**config.mk**
```make
export PLATFORM = sky130hd
export DESIGN_NAME = leak_monitor
export DESIGN_NICKNAME = d
export VERILOG_FILES = /design/src/rtl/leak_mon_pkg.sv /design/src/rtl/leak_monitor.sv /design/src/rtl/tick_divider.sv
export SDC_FILE = /design/constraint.sdc
export NUM_CORES = 1
export LEC_CHECK = 0
export BUFFER_PORTS_ARGS = -buffer_cell sky130_fd_sc_hd__buf_2
export CAP_MARGIN = 25
export CORE_ASPECT_RATIO = 1.2
export CORE_MARGIN = 2
export CORE_UTILIZATION = 45
export DETAILED_ROUTE_END_ITERATION = 10
export GPL_ROUTABILITY_DRIVEN = 0
export PLACE_DENSITY = 0.74
export RECOVER_POWER = 25
export SLEW_MARGIN = 20
export SYNTH_ARGS = -nofsm -noshare
export SYNTH_HDL_FRONTEND = slang
export SYNTH_SLANG_ARGS = --single-unit
```
**constraint.sdc**
```tcl
create_clock -name sys_clk -period 2 [get_ports sys_clk]
set_input_delay 0.1 -clock sys_clk [delete_from_list [all_inputs] [get_ports sys_clk]]
set_output_delay 0.1 -clock sys_clk [all_outputs]
set_load 0.05 [all_outputs]
```
**src/rtl/leak_mon_pkg.sv**
```systemverilog
// Constants shared by the leak and break monitor sequencer.
// Assumes a single 100 MHz system clock and an APB register port.
package leak_mon_pkg;
   // ----------------------------------------------------------------
   // Clock and timing
   // ----------------------------------------------------------------
   localparam longint CLK_HZ = 64'd100_000_000; // System clock rate
   localparam longint MS_PER_S = 64'd1000; // Milliseconds per second
   localparam int MS_TICK_CYCLES = int'(CLK_HZ / MS_PER_S); // Cycles per ms tick
   localparam longint EXC_FREQ_CHZ = 64'd375; // Excitation, 3.75 Hz in centihertz
   // Half period of the excitation in cycles, rounded down
   localparam int AC_HALF_CYCLES = int'((CLK_HZ * 64'd100) / (64'd2 * EXC_FREQ_CHZ));
   localparam int FIRST_CHECK_LIMIT_MS = 2000; // First check no later than 2 s
   localparam int FIRST_CHECK_MS = 1000; // Chosen start of first check
   localparam int CHECK_PERIOD_MS = 7000; // Start to start, 7 s
   localparam int CHECK_PULSE_MS = 200; // DC check pulse, 200 ms
   localparam int FLASH_HALF_MS = 250; // Fault flash half period
   // ----------------------------------------------------------------
   // Register map (byte addresses)
   // ----------------------------------------------------------------
   localparam logic [7:0] OFS_CTRL = 8'h00; // Polarity and range select
   localparam logic [7:0] OFS_THRESH = 8'h04; // Detection threshold
   localparam logic [7:0] OFS_STATUS = 8'h08; // Live state
   localparam logic [7:0] OFS_IRQ_STAT = 8'h0C; // Sticky events, write one to clear
   localparam logic [7:0] OFS_IRQ_MASK = 8'h10; // Interrupt enables
   // CTRL fields
   localparam int CTRL_POL_BIT = 0; // Output polarity select
   localparam int CTRL_RANGE_LSB = 1; // Three range pins, bits 3:1
   localparam logic [31:0] CTRL_RESET = 32'h0000_0000; // Polarity low, range 0
   localparam logic [31:0] THRESH_RESET = 32'h0000_0800; // Mid-scale threshold
   // Event bits of IRQ_STAT and IRQ_MASK
   localparam int EV_LEAK = 0; // Leak judged present
   localparam int EV_FAULT = 1; // Disconnection declared
   localparam int EV_CHECK = 2; // Continuity check finished
   localparam int EV_W = 3; // Number of events
   // ----------------------------------------------------------------
   // Sequencer states
   // ----------------------------------------------------------------
   typedef enum logic [1:0] {ST_STARTUP, ST_MONITOR, ST_CHECK, ST_FAULT} seq_state_t;
endpackage : leak_mon_pkg

```
**src/rtl/leak_monitor.sv**
```systemverilog
// Leak and break monitor sequencer: excitation, continuity checks, outputs.
// Assumes synchronous sense inputs, one 100 MHz clock, APB register access.
//
// Function
// - Drive 3.75 Hz excitation outside check windows and fault
// - Compare sense level to threshold for leak
// - Leak lights indicator steadily, asserts output
// - First continuity pulse within 2 s
// - Repeat continuity check every 7 s
// - DC pulse and window last 200 ms
// - No excitation or leak judgment in window
// - Returned pulse keeps normal state
// - Missing return declares disconnection fault
// - Fault flashes indicator, asserts output
// - Fault overrides an indicated leak
// - Fault latched, leak evaluation stopped, until reset
// - Polarity low: on at detection; high: off
// - Three range pins select one of four
//
// The APB slave port and the register addresses were decided locally.
`timescale 1ns/1ps
module leak_monitor #(
   parameter int LEVEL_W = 12, // Sense level width
   parameter int MS_CYCLES = leak_mon_pkg::MS_TICK_CYCLES, // Cycles per ms
   parameter int AC_HALF = leak_mon_pkg::AC_HALF_CYCLES, // Excitation half period
   parameter int FIRST_MS = leak_mon_pkg::FIRST_CHECK_MS, // First check start
   parameter int PERIOD_MS = leak_mon_pkg::CHECK_PERIOD_MS, // Check interval
   parameter int PULSE_MS = leak_mon_pkg::CHECK_PULSE_MS, // Check length
   parameter int FLASH_MS = leak_mon_pkg::FLASH_HALF_MS // Flash half period
) (
   input wire logic sys_clk, // System clock
   input wire logic resetn, // Power-on reset, active low
   input wire logic [7:0] paddr, // APB address
   input wire logic psel, // APB select
   input wire logic penable, // APB enable
   input wire logic pwrite, // APB write
   input wire logic [31:0] pwdata, // APB write data
   output logic [31:0] prdata, // APB read data
   output logic pready, // APB ready
   output logic pslverr, // APB error, unmapped address
   input wire logic [LEVEL_W-1:0] sense_level, // Returned band level
   input wire logic loop_return, // DC check pulse seen back
   output logic band_ac_drive, // Leak excitation
   output logic band_dc_drive, // Continuity check pulse
   output logic indicator, // Indicator lamp
   output logic detect_out, // Polarity-selected output
   output logic [1:0] range_sel, // Selected sensing range
   output logic irq // Level interrupt
);
   localparam int CW = 16; // Width of ms counters

   // Elaboration checks: refuse timing the ms counters cannot hold
   if (LEVEL_W < 1 || LEVEL_W > 32) $error("LEVEL_W must be 1..32");
   if (PULSE_MS < 1 || PULSE_MS >= PERIOD_MS) $error("PULSE_MS must be below PERIOD_MS");
   if (PERIOD_MS >= 2**CW || FIRST_MS < 1) $error("Check timing out of range");
   if (FIRST_MS > leak_mon_pkg::FIRST_CHECK_LIMIT_MS) $error("First check too late");
   if (FLASH_MS < 1 || FLASH_MS >= 2**CW) $error("FLASH_MS out of range");

   // ----------------------------------------------------------------
   // Timebases
   // ----------------------------------------------------------------
   logic ms_tick; // One pulse per ms
   logic ac_tick; // One pulse per excitation half period

   tick_divider #(.DIV(MS_CYCLES)) u_ms_div (
      .sys_clk(sys_clk),
      .resetn(resetn),
      .tick(ms_tick)
   );

   tick_divider #(.DIV(AC_HALF)) u_ac_div (
      .sys_clk(sys_clk),
      .resetn(resetn),
      .tick(ac_tick)
   );

   // ----------------------------------------------------------------
   // Registers
   // ----------------------------------------------------------------
   logic [31:0] ctrl_q; // Polarity and range pins
   logic [LEVEL_W-1:0] thresh_q; // Detection threshold
   logic [leak_mon_pkg::EV_W-1:0] ev_stat_q; // Sticky events
   logic [leak_mon_pkg::EV_W-1:0] ev_mask_q; // Event enables
   leak_mon_pkg::seq_state_t state_q; // Sequencer state
   logic [CW-1:0] ms_cnt_q; // ms into startup or into current check period
   logic seen_q; // Return seen in this window
   logic leak_q; // Leak judged present
   logic fault_q; // Disconnection latched
   logic flash_q; // Flash phase
   logic [CW-1:0] flash_cnt_q; // ms into flash phase

   // Bus decode: write at the edge that completes the access
   logic acc_go; // Access phase completes now
   logic wr_go; // Write completes now
   assign acc_go = psel && penable && pready;
   assign wr_go = acc_go && pwrite;

   // Sequencer decode
   logic check_end; // Last cycle of a check window
   logic check_fail; // Window ends without a return
   logic over_thresh; // Level crosses threshold
   logic detected; // Leak or fault to report
   logic [leak_mon_pkg::EV_W-1:0] ev_set; // Events this cycle
   assign check_end = (state_q == leak_mon_pkg::ST_CHECK) && ms_tick
      && (ms_cnt_q == CW'(PULSE_MS - 1));
   assign check_fail = check_end && !(seen_q || loop_return);
   assign over_thresh = sense_level >= thresh_q;
   assign detected = leak_q || fault_q;

   // Range from three pins: highest raised pin wins, none gives zero
   function automatic logic [1:0] range_of(input logic [2:0] pins);
      if (pins[2]) return 2'd3;
      else if (pins[1]) return 2'd2;
      else if (pins[0]) return 2'd1;
      else return 2'd0;
   endfunction : range_of

   // ----------------------------------------------------------------
   // APB slave: one wait state, registered answer
   // ----------------------------------------------------------------
   // Ready rises in the second access cycle so read data can come from a flop
   always_ff @(posedge sys_clk or negedge resetn) begin
      if (!resetn) begin
         pready <= 1'b0;
         prdata <= 32'h0000_0000;
         pslverr <= 1'b0;
      end else if (psel && penable && !pready) begin
         pready <= 1'b1;
         pslverr <= 1'b0;
         prdata <= 32'h0000_0000;
         case (paddr)
            leak_mon_pkg::OFS_CTRL: prdata <= ctrl_q;
            leak_mon_pkg::OFS_THRESH: prdata <= 32'(thresh_q);
            leak_mon_pkg::OFS_STATUS: begin
               // State, leak, fault, range
               prdata <= {24'h0000_00, range_sel, fault_q, leak_q, 2'b00, state_q};
            end
            leak_mon_pkg::OFS_IRQ_STAT: prdata <= 32'(ev_stat_q);
            leak_mon_pkg::OFS_IRQ_MASK: prdata <= 32'(ev_mask_q);
            default: pslverr <= 1'b1; // Unmapped address
         endcase
      end else begin
         pready <= 1'b0;
         pslverr <= 1'b0;
      end
   end

   // Configuration writes
   always_ff @(posedge sys_clk or negedge resetn) begin
      if (!resetn) begin
         ctrl_q <= leak_mon_pkg::CTRL_RESET;
         thresh_q <= LEVEL_W'(leak_mon_pkg::THRESH_RESET);
         ev_mask_q <= '0;
      end else if (wr_go) begin
         case (paddr)
            leak_mon_pkg::OFS_CTRL: ctrl_q <= {28'h000_0000, pwdata[3:0]};
            leak_mon_pkg::OFS_THRESH: thresh_q <= pwdata[LEVEL_W-1:0];
            leak_mon_pkg::OFS_IRQ_MASK: ev_mask_q <= pwdata[leak_mon_pkg::EV_W-1:0];
            default: ; // Status read-only, IRQ_STAT cleared below, or unmapped
         endcase
      end
   end

   // ----------------------------------------------------------------
   // Interrupts
   // ----------------------------------------------------------------
   always_comb begin
      ev_set = '0;
      ev_set[leak_mon_pkg::EV_LEAK] = (state_q == leak_mon_pkg::ST_MONITOR)
         && over_thresh && !leak_q;
      ev_set[leak_mon_pkg::EV_FAULT] = check_fail;
      ev_set[leak_mon_pkg::EV_CHECK] = check_end;
   end

   // Write one clears; a new event in the same cycle still sets
   always_ff @(posedge sys_clk or negedge resetn) begin
      if (!resetn) begin
         ev_stat_q <= '0;
      end else if (wr_go && paddr == leak_mon_pkg::OFS_IRQ_STAT) begin
         ev_stat_q <= (ev_stat_q & ~pwdata[leak_mon_pkg::EV_W-1:0]) | ev_set;
      end else begin
         ev_stat_q <= ev_stat_q | ev_set;
      end
   end

   // Interrupt level from a flop
   always_ff @(posedge sys_clk or negedge resetn) begin
      if (!resetn) irq <= 1'b0;
      else irq <= |(ev_stat_q & ev_mask_q);
   end

   // ----------------------------------------------------------------
   // Check sequencer
   // ----------------------------------------------------------------
   // Counter runs start to start, so the window sits inside the 7 s period
   always_ff @(posedge sys_clk or negedge resetn) begin
      if (!resetn) begin
         state_q <= leak_mon_pkg::ST_STARTUP;
         ms_cnt_q <= '0;
      end else begin
         case (state_q)
            leak_mon_pkg::ST_STARTUP: begin
               if (ms_tick && ms_cnt_q == CW'(FIRST_MS - 1)) begin
                  state_q <= leak_mon_pkg::ST_CHECK;
                  ms_cnt_q <= '0;
               end else if (ms_tick) begin
                  ms_cnt_q <= ms_cnt_q + 1'b1;
               end
            end
            leak_mon_pkg::ST_CHECK: begin
               if (check_fail) begin
                  state_q <= leak_mon_pkg::ST_FAULT;
               end else if (check_end) begin
                  state_q <= leak_mon_pkg::ST_MONITOR;
               end
               if (ms_tick) ms_cnt_q <= ms_cnt_q + 1'b1;
            end
            leak_mon_pkg::ST_MONITOR: begin
               if (ms_tick && ms_cnt_q == CW'(PERIOD_MS - 1)) begin
                  state_q <= leak_mon_pkg::ST_CHECK;
                  ms_cnt_q <= '0;
               end else if (ms_tick) begin
                  ms_cnt_q <= ms_cnt_q + 1'b1;
               end
            end
            leak_mon_pkg::ST_FAULT: ; // Held until power-on reset
            default: state_q <= leak_mon_pkg::ST_FAULT;
         endcase
      end
   end

   // Return seen during the window; cleared as each window opens
   always_ff @(posedge sys_clk or negedge resetn) begin
      if (!resetn) seen_q <= 1'b0;
      else if (state_q != leak_mon_pkg::ST_CHECK) seen_q <= 1'b0;
      else if (loop_return) seen_q <= 1'b1;
   end

   // Fault latch and leak judgment
   always_ff @(posedge sys_clk or negedge resetn) begin
      if (!resetn) begin
         fault_q <= 1'b0;
         leak_q <= 1'b0;
      end else if (check_fail || fault_q) begin
         fault_q <= 1'b1;
         leak_q <= 1'b0; // Fault replaces the leak
      end else if (state_q == leak_mon_pkg::ST_MONITOR) begin
         leak_q <= over_thresh;
      end
      // Leak held unchanged while a window runs
   end

   // ----------------------------------------------------------------
   // Band drive
   // ----------------------------------------------------------------
   // Excitation stops in window and after fault; DC pulse only in window
   always_ff @(posedge sys_clk or negedge resetn) begin
      if (!resetn) begin
         band_ac_drive <= 1'b0;
         band_dc_drive <= 1'b0;
      end else begin
         band_dc_drive <= (state_q == leak_mon_pkg::ST_CHECK) && !check_end;
         if (state_q == leak_mon_pkg::ST_CHECK || state_q == leak_mon_pkg::ST_FAULT) begin
            band_ac_drive <= 1'b0;
         end else if (ac_tick) begin
            band_ac_drive <= !band_ac_drive;
         end
      end
   end

   // ----------------------------------------------------------------
   // Indicator, output and range
   // ----------------------------------------------------------------
   // Flash at 2 Hz, slow enough to see, never mistaken for steady
   always_ff @(posedge sys_clk or negedge resetn) begin
      if (!resetn) begin
         flash_q <= 1'b0;
         flash_cnt_q <= '0;
      end else if (!fault_q) begin
         flash_q <= 1'b1;
         flash_cnt_q <= '0;
      end else if (ms_tick && flash_cnt_q == CW'(FLASH_MS - 1)) begin
         flash_q <= !flash_q;
         flash_cnt_q <= '0;
      end else if (ms_tick) begin
         flash_cnt_q <= flash_cnt_q + 1'b1;
      end
   end

   // Indicator: flashing on fault, steady on leak
   always_ff @(posedge sys_clk or negedge resetn) begin
      if (!resetn) begin
         indicator <= 1'b0;
         detect_out <= 1'b0;
         range_sel <= 2'd0;
      end else begin
         indicator <= fault_q ? flash_q : leak_q;
         detect_out <= detected ^ ctrl_q[leak_mon_pkg::CTRL_POL_BIT];
         range_sel <= range_of(ctrl_q[leak_mon_pkg::CTRL_RANGE_LSB +: 3]);
      end
   end
endmodule : leak_monitor

```
**src/rtl/tick_divider.sv**
```systemverilog
// One-cycle enable pulse every DIV cycles of the system clock.
// Assumes one clock; used for the ms timebase and excitation toggling.
`timescale 1ns/1ps
module tick_divider #(
   parameter int DIV = 100_000 // Cycles between pulses
) (
   input wire logic sys_clk, // System clock
   input wire logic resetn, // Async reset, active low
   output logic tick // One-cycle pulse
);
   // ----------------------------------------------------------------
   // Counter
   // ----------------------------------------------------------------
   localparam int CW = (DIV > 1) ? $clog2(DIV) : 1; // Counter width
   logic [CW-1:0] cnt_q; // Cycles since last pulse

   // Elaboration check: below two the pulse could never fall again
   if (DIV < 2) begin : g_bad_div
      $error("tick_divider needs DIV of at least 2");
   end

   // Free running count, pulse on wrap
   always_ff @(posedge sys_clk or negedge resetn) begin
      if (!resetn) begin
         cnt_q <= '0;
         tick <= 1'b0;
      end else if (cnt_q == CW'(DIV - 1)) begin
         cnt_q <= '0;
         tick <= 1'b1;
      end else begin
         cnt_q <= cnt_q + 1'b1;
         tick <= 1'b0;
      end
   end
endmodule : tick_divider

```
==> results.json, run 1 <==
{
  "power_frac_comb_pct": 4.7,
  "path_cells": "inv_2 > ha_4 > or4b_1 > or3_4 > a2111oi_4 > a2bb2oi_2",
  "cp.required_ps": 2350,
  "crit_type": "flop to flop",
  "fin_nets": 838,
  "start_util_pct": 45.49,
  "num_antenna_cells": 0,
  "grt.overflow.total": 0,
  "p_sw_uw": 1398,
  "swShare_pct": 22.40,
  "hold_viol_final": 0,
  "r2r_cells": 6,
  "finalCritPeriodShare_pct": 99.30,
  "path_clk_slew_ps": 60,
  "clk_latency_ps": 440,
  "cts_buffer_depth": 2,
  "finalClockSkew_ps": 20.80,
  "antenna_found_initial": 0,
  "die_h_um": 135.4,
  "worstHoldPathCells": 4,
  "cts_root_buf": "clkbuf_16",
  "syn2layout_area_growth_pct": 24.37,
  "ir_worst_vdd_mv": 0.4184,
  "cts_htree_levels": 4,
  "end_kind": "flop",
  "max_freq_ghz": 0.5035,
  "grtUsageTotal_pct": 19.83,
  "synth_warnings": 0,
  "startpoint_type": "flop",
  "die-area_um2": 15370,
  "core_area_um2": 14230,
  "rows": 48,
  "grt_pass1_wl_um": 24160,
  "rsz0062_at_grt": "true",
  "num_io_pins": 99,
  "initialDrtViolationCount": 330,
  "max-cap-violations": 0,
  "synth.avg_cell_area_um2": 10.04,
  "synth_edf_count": 0,
  "p_int_uw": 4844,
  "setup_ws_ps": 14.07,
  "clock_sinks": 124,
  "setup_viol": 0,
  "yosysSeqAreaShare_pct": 47.94,
  "synthArstFlopShare_pct": 100.0,
  "layout_min_cycle_time_ps": 1986,
  "slew_violations": 0,
  "cts_made_buffers": 17,
  "cp.arrival_ps": 2340,
  "whs_ps": 67.09,
  "viasPerCell": 5.506,
  "path_max_fanout": 4,
  "dpl.hpwl_um": 10050,
  "hold_class": "primary input to flop",
  "via_count": 5209,
  "outcome": "finished clean",
  "drive_above_1_share_pct": 22.70,
  "ant_nets": 0,
  "avgRoutedWirePerCell_um": 15.44,
  "port-buffer-count": 58,
  "leakagePower_uw": 0.003703,
  "syn_area_um2": 6475,
  "cts_tree": "yes",
  "worst_slew_pin_slew_ps": 1009,
  "grt_max_degree": 112,
  "die_w_um": 113.5,
  "synth_cell_types": 66,
  "first_global_vias": 5229,
  "synth_ff_type": "dfrtp_1",
  "post-place-ws_ps": -295.2,
  "seqPwrFrac_pct": 40.4,
  "netlist_instances": 645,
  "power.density_nw_per_um2": 775.2,
  "postRouteWirelength_um": 14610,
  "clockPowerShare_pct": 55.0,
  "max_stage_delay_ps": 420,
  "relSlewSlack_pct": 32.75,
  "first_pass_iters": 5,
  "cpMaxStageDelayCell": "or4b_1",
  "worst-r2r-setup-slack_ps": 10,
  "drcViolationCount": 0,
  "ys_seq_elements": 124
}
[Yosys cell counts (7+ instances only)]
library cell  number  area, um2
and3_1            13      81.33
and4_1             8      70.07
buf_4             20      150.1
clkbuf_1          16      60.06
dfrtp_1          123       3078
ha_1              22      275.3
inv_1             30      112.6
mux2_2            14      157.7
nand2_1           66      247.7
nand2b_1           7      43.79
nand3_1           33      165.2
nand4_1           20      125.1
nor2_1            58      217.7
nor2b_1            9      56.30
nor3_1            14      70.07
o211ai_1          18      135.1
o21ai_0           20      100.1
xnor2_1           24      210.2
xor2_1            28      245.2
[power groups by stage]
stage	Sequential (uW)	Combinational, uW	Clock, uW
6_report	2520	290	3430
5_1_grt	2520	319	3580
4_1_cts	2520	294	3490
3_5_place_dp	2560	261	0
3_3_place_gp	2560	256	0
2_1_floorplan	2570	165	0
[sequential cells by signal, indices dropped and copies added (netlist names), 2 cells and up]
| name | count |
|---|---|
| u_ac_div.cnt_q | 24 |
| u_ms_div.cnt_q | 17 |
| flash_cnt_q | 16 |
| ms_cnt_q | 16 |
| prdata | 12 |
| thresh_q | 12 |
| ctrl_q | 4 |
| ev_mask_q | 3 |
| ev_stat_q | 3 |
| range_sel | 2 |
| state_q | 2 |
[placed cells by master, fill, tap and decap left out, drive strengths merged, types with 13 or more instances in the layout]
master | synthesis | routed
nor3 | 14 | 14
xnor2 | 24 | 24
o211ai | 18 | 18
and3 | 13 | 13
xor2 | 28 | 28
mux2 | 14 | 14
inv | 30 | 32
ha | 22 | 22
nand4 | 20 | 20
nand3 | 33 | 33
o21ai | 26 | 26
nor2 | 58 | 58
conb | 1 | 20
clkbuf | 16 | 19
nand2 | 67 | 67
dfrtp | 123 | 123
buf | 24 | 97
dlygate4sd3 | 0 | 17
[layer usage]
layer  share of wire, %  track usage [%]  up-vias  routed length [um]
met5                  0                0        -                   0
li1                   -                -     2468                   -
met2                 53            35.93      172                7701
met1                 40            22.21     2541                5865
met4                2.0            7.859        0                 298
met3                5.1            5.056       28                 741
[repair_timing]
item / CTS / global route
gates resized for setup: 5 / 12
pin swaps: 6 / 4
setup buffers: 0 / 0
endpoints found under the setup margin: 5 / 16
cloned: 0 / 0
hold endpoints to repair: 144 / 0
hold buffers: 17 / 0
[worst max-delay path, delay by kind of cell (launching register included)]
kind            cells  cell delay (ps)
simple gates        2              810
compound gates      2              490
flops               1              390
fa+ha+maj           1              130
buf+inv             1               80
[logic make-up (layout without fill, tap and decap cells)]
| kind of cell | Yosys count | after routing | share of synthesized area [%] |
|---|---|---|---|
| muxes | 20 | 20 | 3.749 |
| DFF | 124 | 124 | 47.94 |
| adders and majority gates | 22 | 22 | 4.251 |
| AOI/OAI and AO/OA | 91 | 91 | 10.09 |
| and+or+nand+nor | 265 | 265 | 21.58 |
| other | 1 | 20 | 0.05792 |
| buffers and inverters | 70 | 177 | 5.295 |
| xor gates and xnor gates | 52 | 52 | 7.034 |
[layout make-up]
class | instances | area [um2]
repair buffers | 115 | 763.2
clock buffers | 18 | 439.2
flip-flops and latches | 124 | 3104
multi-input cells | 470 | 3198
fillers | 1163 | 6181
inverters | 30 | 112.6
well taps | 175 | 219.0
clock inverters | 14 | 216.5
[through the flow]
step / cells / area, um2 / util (%) / total power, uW / TNS, ps
final: 946 / 8053 / 56.58 / 6242 / 0
after global routing: 946 / 8053 / 56.58 / 6421 / -1382
after CTS: 946 / 8019 / 56.34 / 6304 / -26.85
after detailed placement: 898 / 7169 / 50.37 / 2825 / -681.5
after global placement: 898 / 7169 / 50.37 / 2819 / -527.0
after floorplan: 664 / 6574 / - / 2739 / -73.49
[final timing paths]
check                                        start                 end
worst min-delay path                      paddr[6]             pslverr
worst max register to register          state_q[0]          state_q[1]
max in group asynchronous                   resetn      flash_cnt_q[6]
worst max-delay path                    state_q[0]          state_q[1]
worst min register to register  u_ac_div.cnt_q[23]  u_ac_div.cnt_q[23]
min in group asynchronous                   resetn           prdata[6]
No activity file was read; power rests on OpenSTA's default activity.
==> run 2: changes to the inputs <==
CORE_UTILIZATION = 52   (was 45)
HOLD_SLACK_MARGIN = 0.06   (was not set)
PLACE_DENSITY = 0.83   (was 0.74)
clock period = 1.6 ns   (was 2 ns; I/O delays follow)
==> run 2 against run 1 <==
Compared with the run above: count of clock-buffer cells in the layout grew 1; non-clock buffer count grew 72; cell count grew 6.1%; sequential cell count is the same; power grew 24%; highest routed layer unchanged; utilization grew 17 points; routed wire length grew 36%; worst setup slack lost 470 ps; the flow now finishes with violations (negative setup slack); largest cell class unchanged; clock skew shrank 12 ps; die area shrank 13%; sequential share of layout area shrank 3.9 points; critical endpoint is now leak_q.
==> results.json, run 2 (synthesized netlist as in run 1, its figures left out) <==
{
  "grtUsageTotal_pct": 27.77,
  "p_int_uw": 5962,
  "reg.largest.list": "u_ac_div.cnt_q (24), u_ms_div.cnt_q (17)",
  "drive_above_1_share_pct": 34.76,
  "final_cell_mix": "dfrtp_1, buf_4, nand2_1",
  "dpl.hpwl_um": 10920,
  "rows": 44,
  "post-place-ws_ps": -479.4,
  "cts_htree_levels": 4,
  "finalCritPeriodShare_pct": 128.4,
  "num_io_pins": 99,
  "num_antenna_cells": 0,
  "power.total_uw": 7748,
  "grt.overflow.total": 0,
  "clockPowerShare_pct": 54.1,
  "path_max_fanout": 3,
  "crit_type": "flop to flop",
  "drcViolationCount": 0,
  "die-area_um2": 13360,
  "max_freq_ghz": 0.4867,
  "end_kind": "flop",
  "avgRoutedWirePerCell_um": 19.73,
  "seqPwrFrac_pct": 40.6,
  "setup_ws_ps": -454.8,
  "postRouteWirelength_um": 19810,
  "setup_viol": 44,
  "largest_register_ffs": 24,
  "r2r_cells": 7,
  "first_global_vias": 6216,
  "worst-r2r-setup-slack_ps": -450,
  "worst_slew_pin_slew_ps": 902.7,
  "max-cap-violations": 0,
  "hp-start": "paddr[6]",
  "p_sw_uw": 1786,
  "leakagePower_uw": 0.004177,
  "outcome": "finished, violations left",
  "die_h_um": 126.2,
  "r2r-start": "state_q[0]",
  "cp.arrival_ps": 2340,
  "first_pass_iters": 8,
  "fillCellCount": 718,
  "start_util_pct": 53.46,
  "port-buffer-count": 58,
  "final_cells": 1004,
  "syn2layout_area_growth_pct": 38.53,
  "cp.required_ps": 1880,
  "busiest_layer": "met2",
  "cts_root_buf": "clkbuf_16",
  "cts_buffer_depth": 2,
  "holdPathEnd": "pslverr",
  "viasPerCell": 6.048,
  "rsz0062_at_grt": "true",
  "cts_tree": "yes",
  "top_register": "u_ac_div.cnt_q",
  "violations": "negative setup slack",
  "final_common_cell": "dfrtp_1",
  "via_count": 6072,
  "path_clk_slew_ps": 60,
  "slew_violations": 0,
  "swShare_pct": 23.05,
  "power.density_nw_per_um2": 863.8,
  "grt_pass1_wl_um": 29220,
  "cts_made_buffers": 17,
  "dp_cells": 933,
  "relSlewSlack_pct": 39.82,
  "die_w_um": 105.9,
  "grtUsageMet1_pct": 29.73,
  "core_area_um2": 12110,
  "antenna_found_initial": 0,
  "layout_min_cycle_time_ps": 2055,
  "ir_worst_vdd_mv": 0.7840,
  "hold_viol_final": 0,
  "clock_sinks": 124,
  "worstHoldPathCells": 4,
  "ant_nets": 0,
  "clk_latency_ps": 430,
  "startpoint_type": "flop",
  "grt_max_degree": 41,
  "fin_nets": 910,
  "finalClockSkew_ps": 8.701,
  "initialDrtViolationCount": 595,
  "hold_class": "primary input to flop",
  "use_met2_pct": 49.72,
  "grt_use_met3_pct": 6.418,
  "reg2reg_to": "leak_q",
  "power_frac_comb_pct": 5.3
}
==> run 2: cell count changes in the layout (fill, tap and decap cells not counted), sizes merged <==
cell      delta
buf         +71
bufinv       -1
clkbuf       +2
clkinv       -1
clkinvlp     +1
==> run 2: area by class of cell <==
| class | count | area, um2 | area share [%] |
|---|---|---|---|
| clock buffer | 19 | 452.9 | 5.050 |
| sequential | 124 | 3108 | 34.65 |
| multi-input combinational | 470 | 3506 | 39.08 |
| tap | 161 | 201.4 | 2.246 |
| timing repair buffer | 187 | 1395 | 15.55 |
| inverter | 30 | 117.6 | 1.311 |
| clock inverter | 13 | 188.9 | 2.106 |
==> run 2: through the flow <==
| step | cell area (um2) | hold WS (ps) | setup TNS (ps) | utilization, % |
|---|---|---|---|---|
| finish | 8970 | 119.1 | -8865 | 74.06 |
| global route | 8970 | 128.4 | -11960 | 74.06 |
| CTS | 8652 | 67.31 | -6860 | 71.44 |
| detailed placement | 7617 | 59.79 | -10390 | 62.89 |
| global placement | 7617 | 53.21 | -8101 | 62.89 |
| floorplan | 6698 | -215.6 | -3882 | - |
==> run 2: worst max-delay path by stage <==
| stage | slack (ps) | to | from |
|---|---|---|---|
| floorplan | -460 | state_q[1] | state_q[0] |
| global placement | -420 | state_q[1] | state_q[0] |
| detailed placement | -480 | leak_q | ms_cnt_q[1] |
| CTS | -410 | state_q[0] | state_q[0] |
| global route | -500 | state_q[1] | state_q[0] |
| finish | -450 | leak_q | state_q[0] |
==> run 2: critical path, cell delays in order, from the launching register on <==
cell and delay (ps):
dfrtp_1 380, inv_2 90, ha_4 140, or4b_1 460, or3_4 390, buf_12 150
o31ai_4 210, a211oi_1 100
==> run 2: power groups by stage <==
stage                     Combinational [uW]  Clock (uW)  Sequential [uW]
after floorplan                          213           0             3220
after global placement                   335           0             3200
after detailed placement                 346           0             3200
after CTS                                389        4170             3150
after global routing                     436        4350             3150
final                                    409        4190             3150
==> run 2: timing repair <==
| action | 4_1_cts | 5_1_grt |
|---|---|---|
| gates resized for setup | 31 | 48 |
| endpoints found under the hold margin | 127 | 0 |
| cloned | 1 | 0 |
| pin swaps | 31 | 26 |
| endpoints found under the setup margin | 34 | 68 |
| hold buffers | 17 | 0 |
| setup buffers | 8 | 15 |
==> run 2: layer usage <==
layer | vias up | part of all wire, %
met5 | - | 0
met4 | 0 | 5.9
met3 | 125 | 6.5
met2 | 368 | 52
met1 | 2964 | 36
li1 | 2615 | -
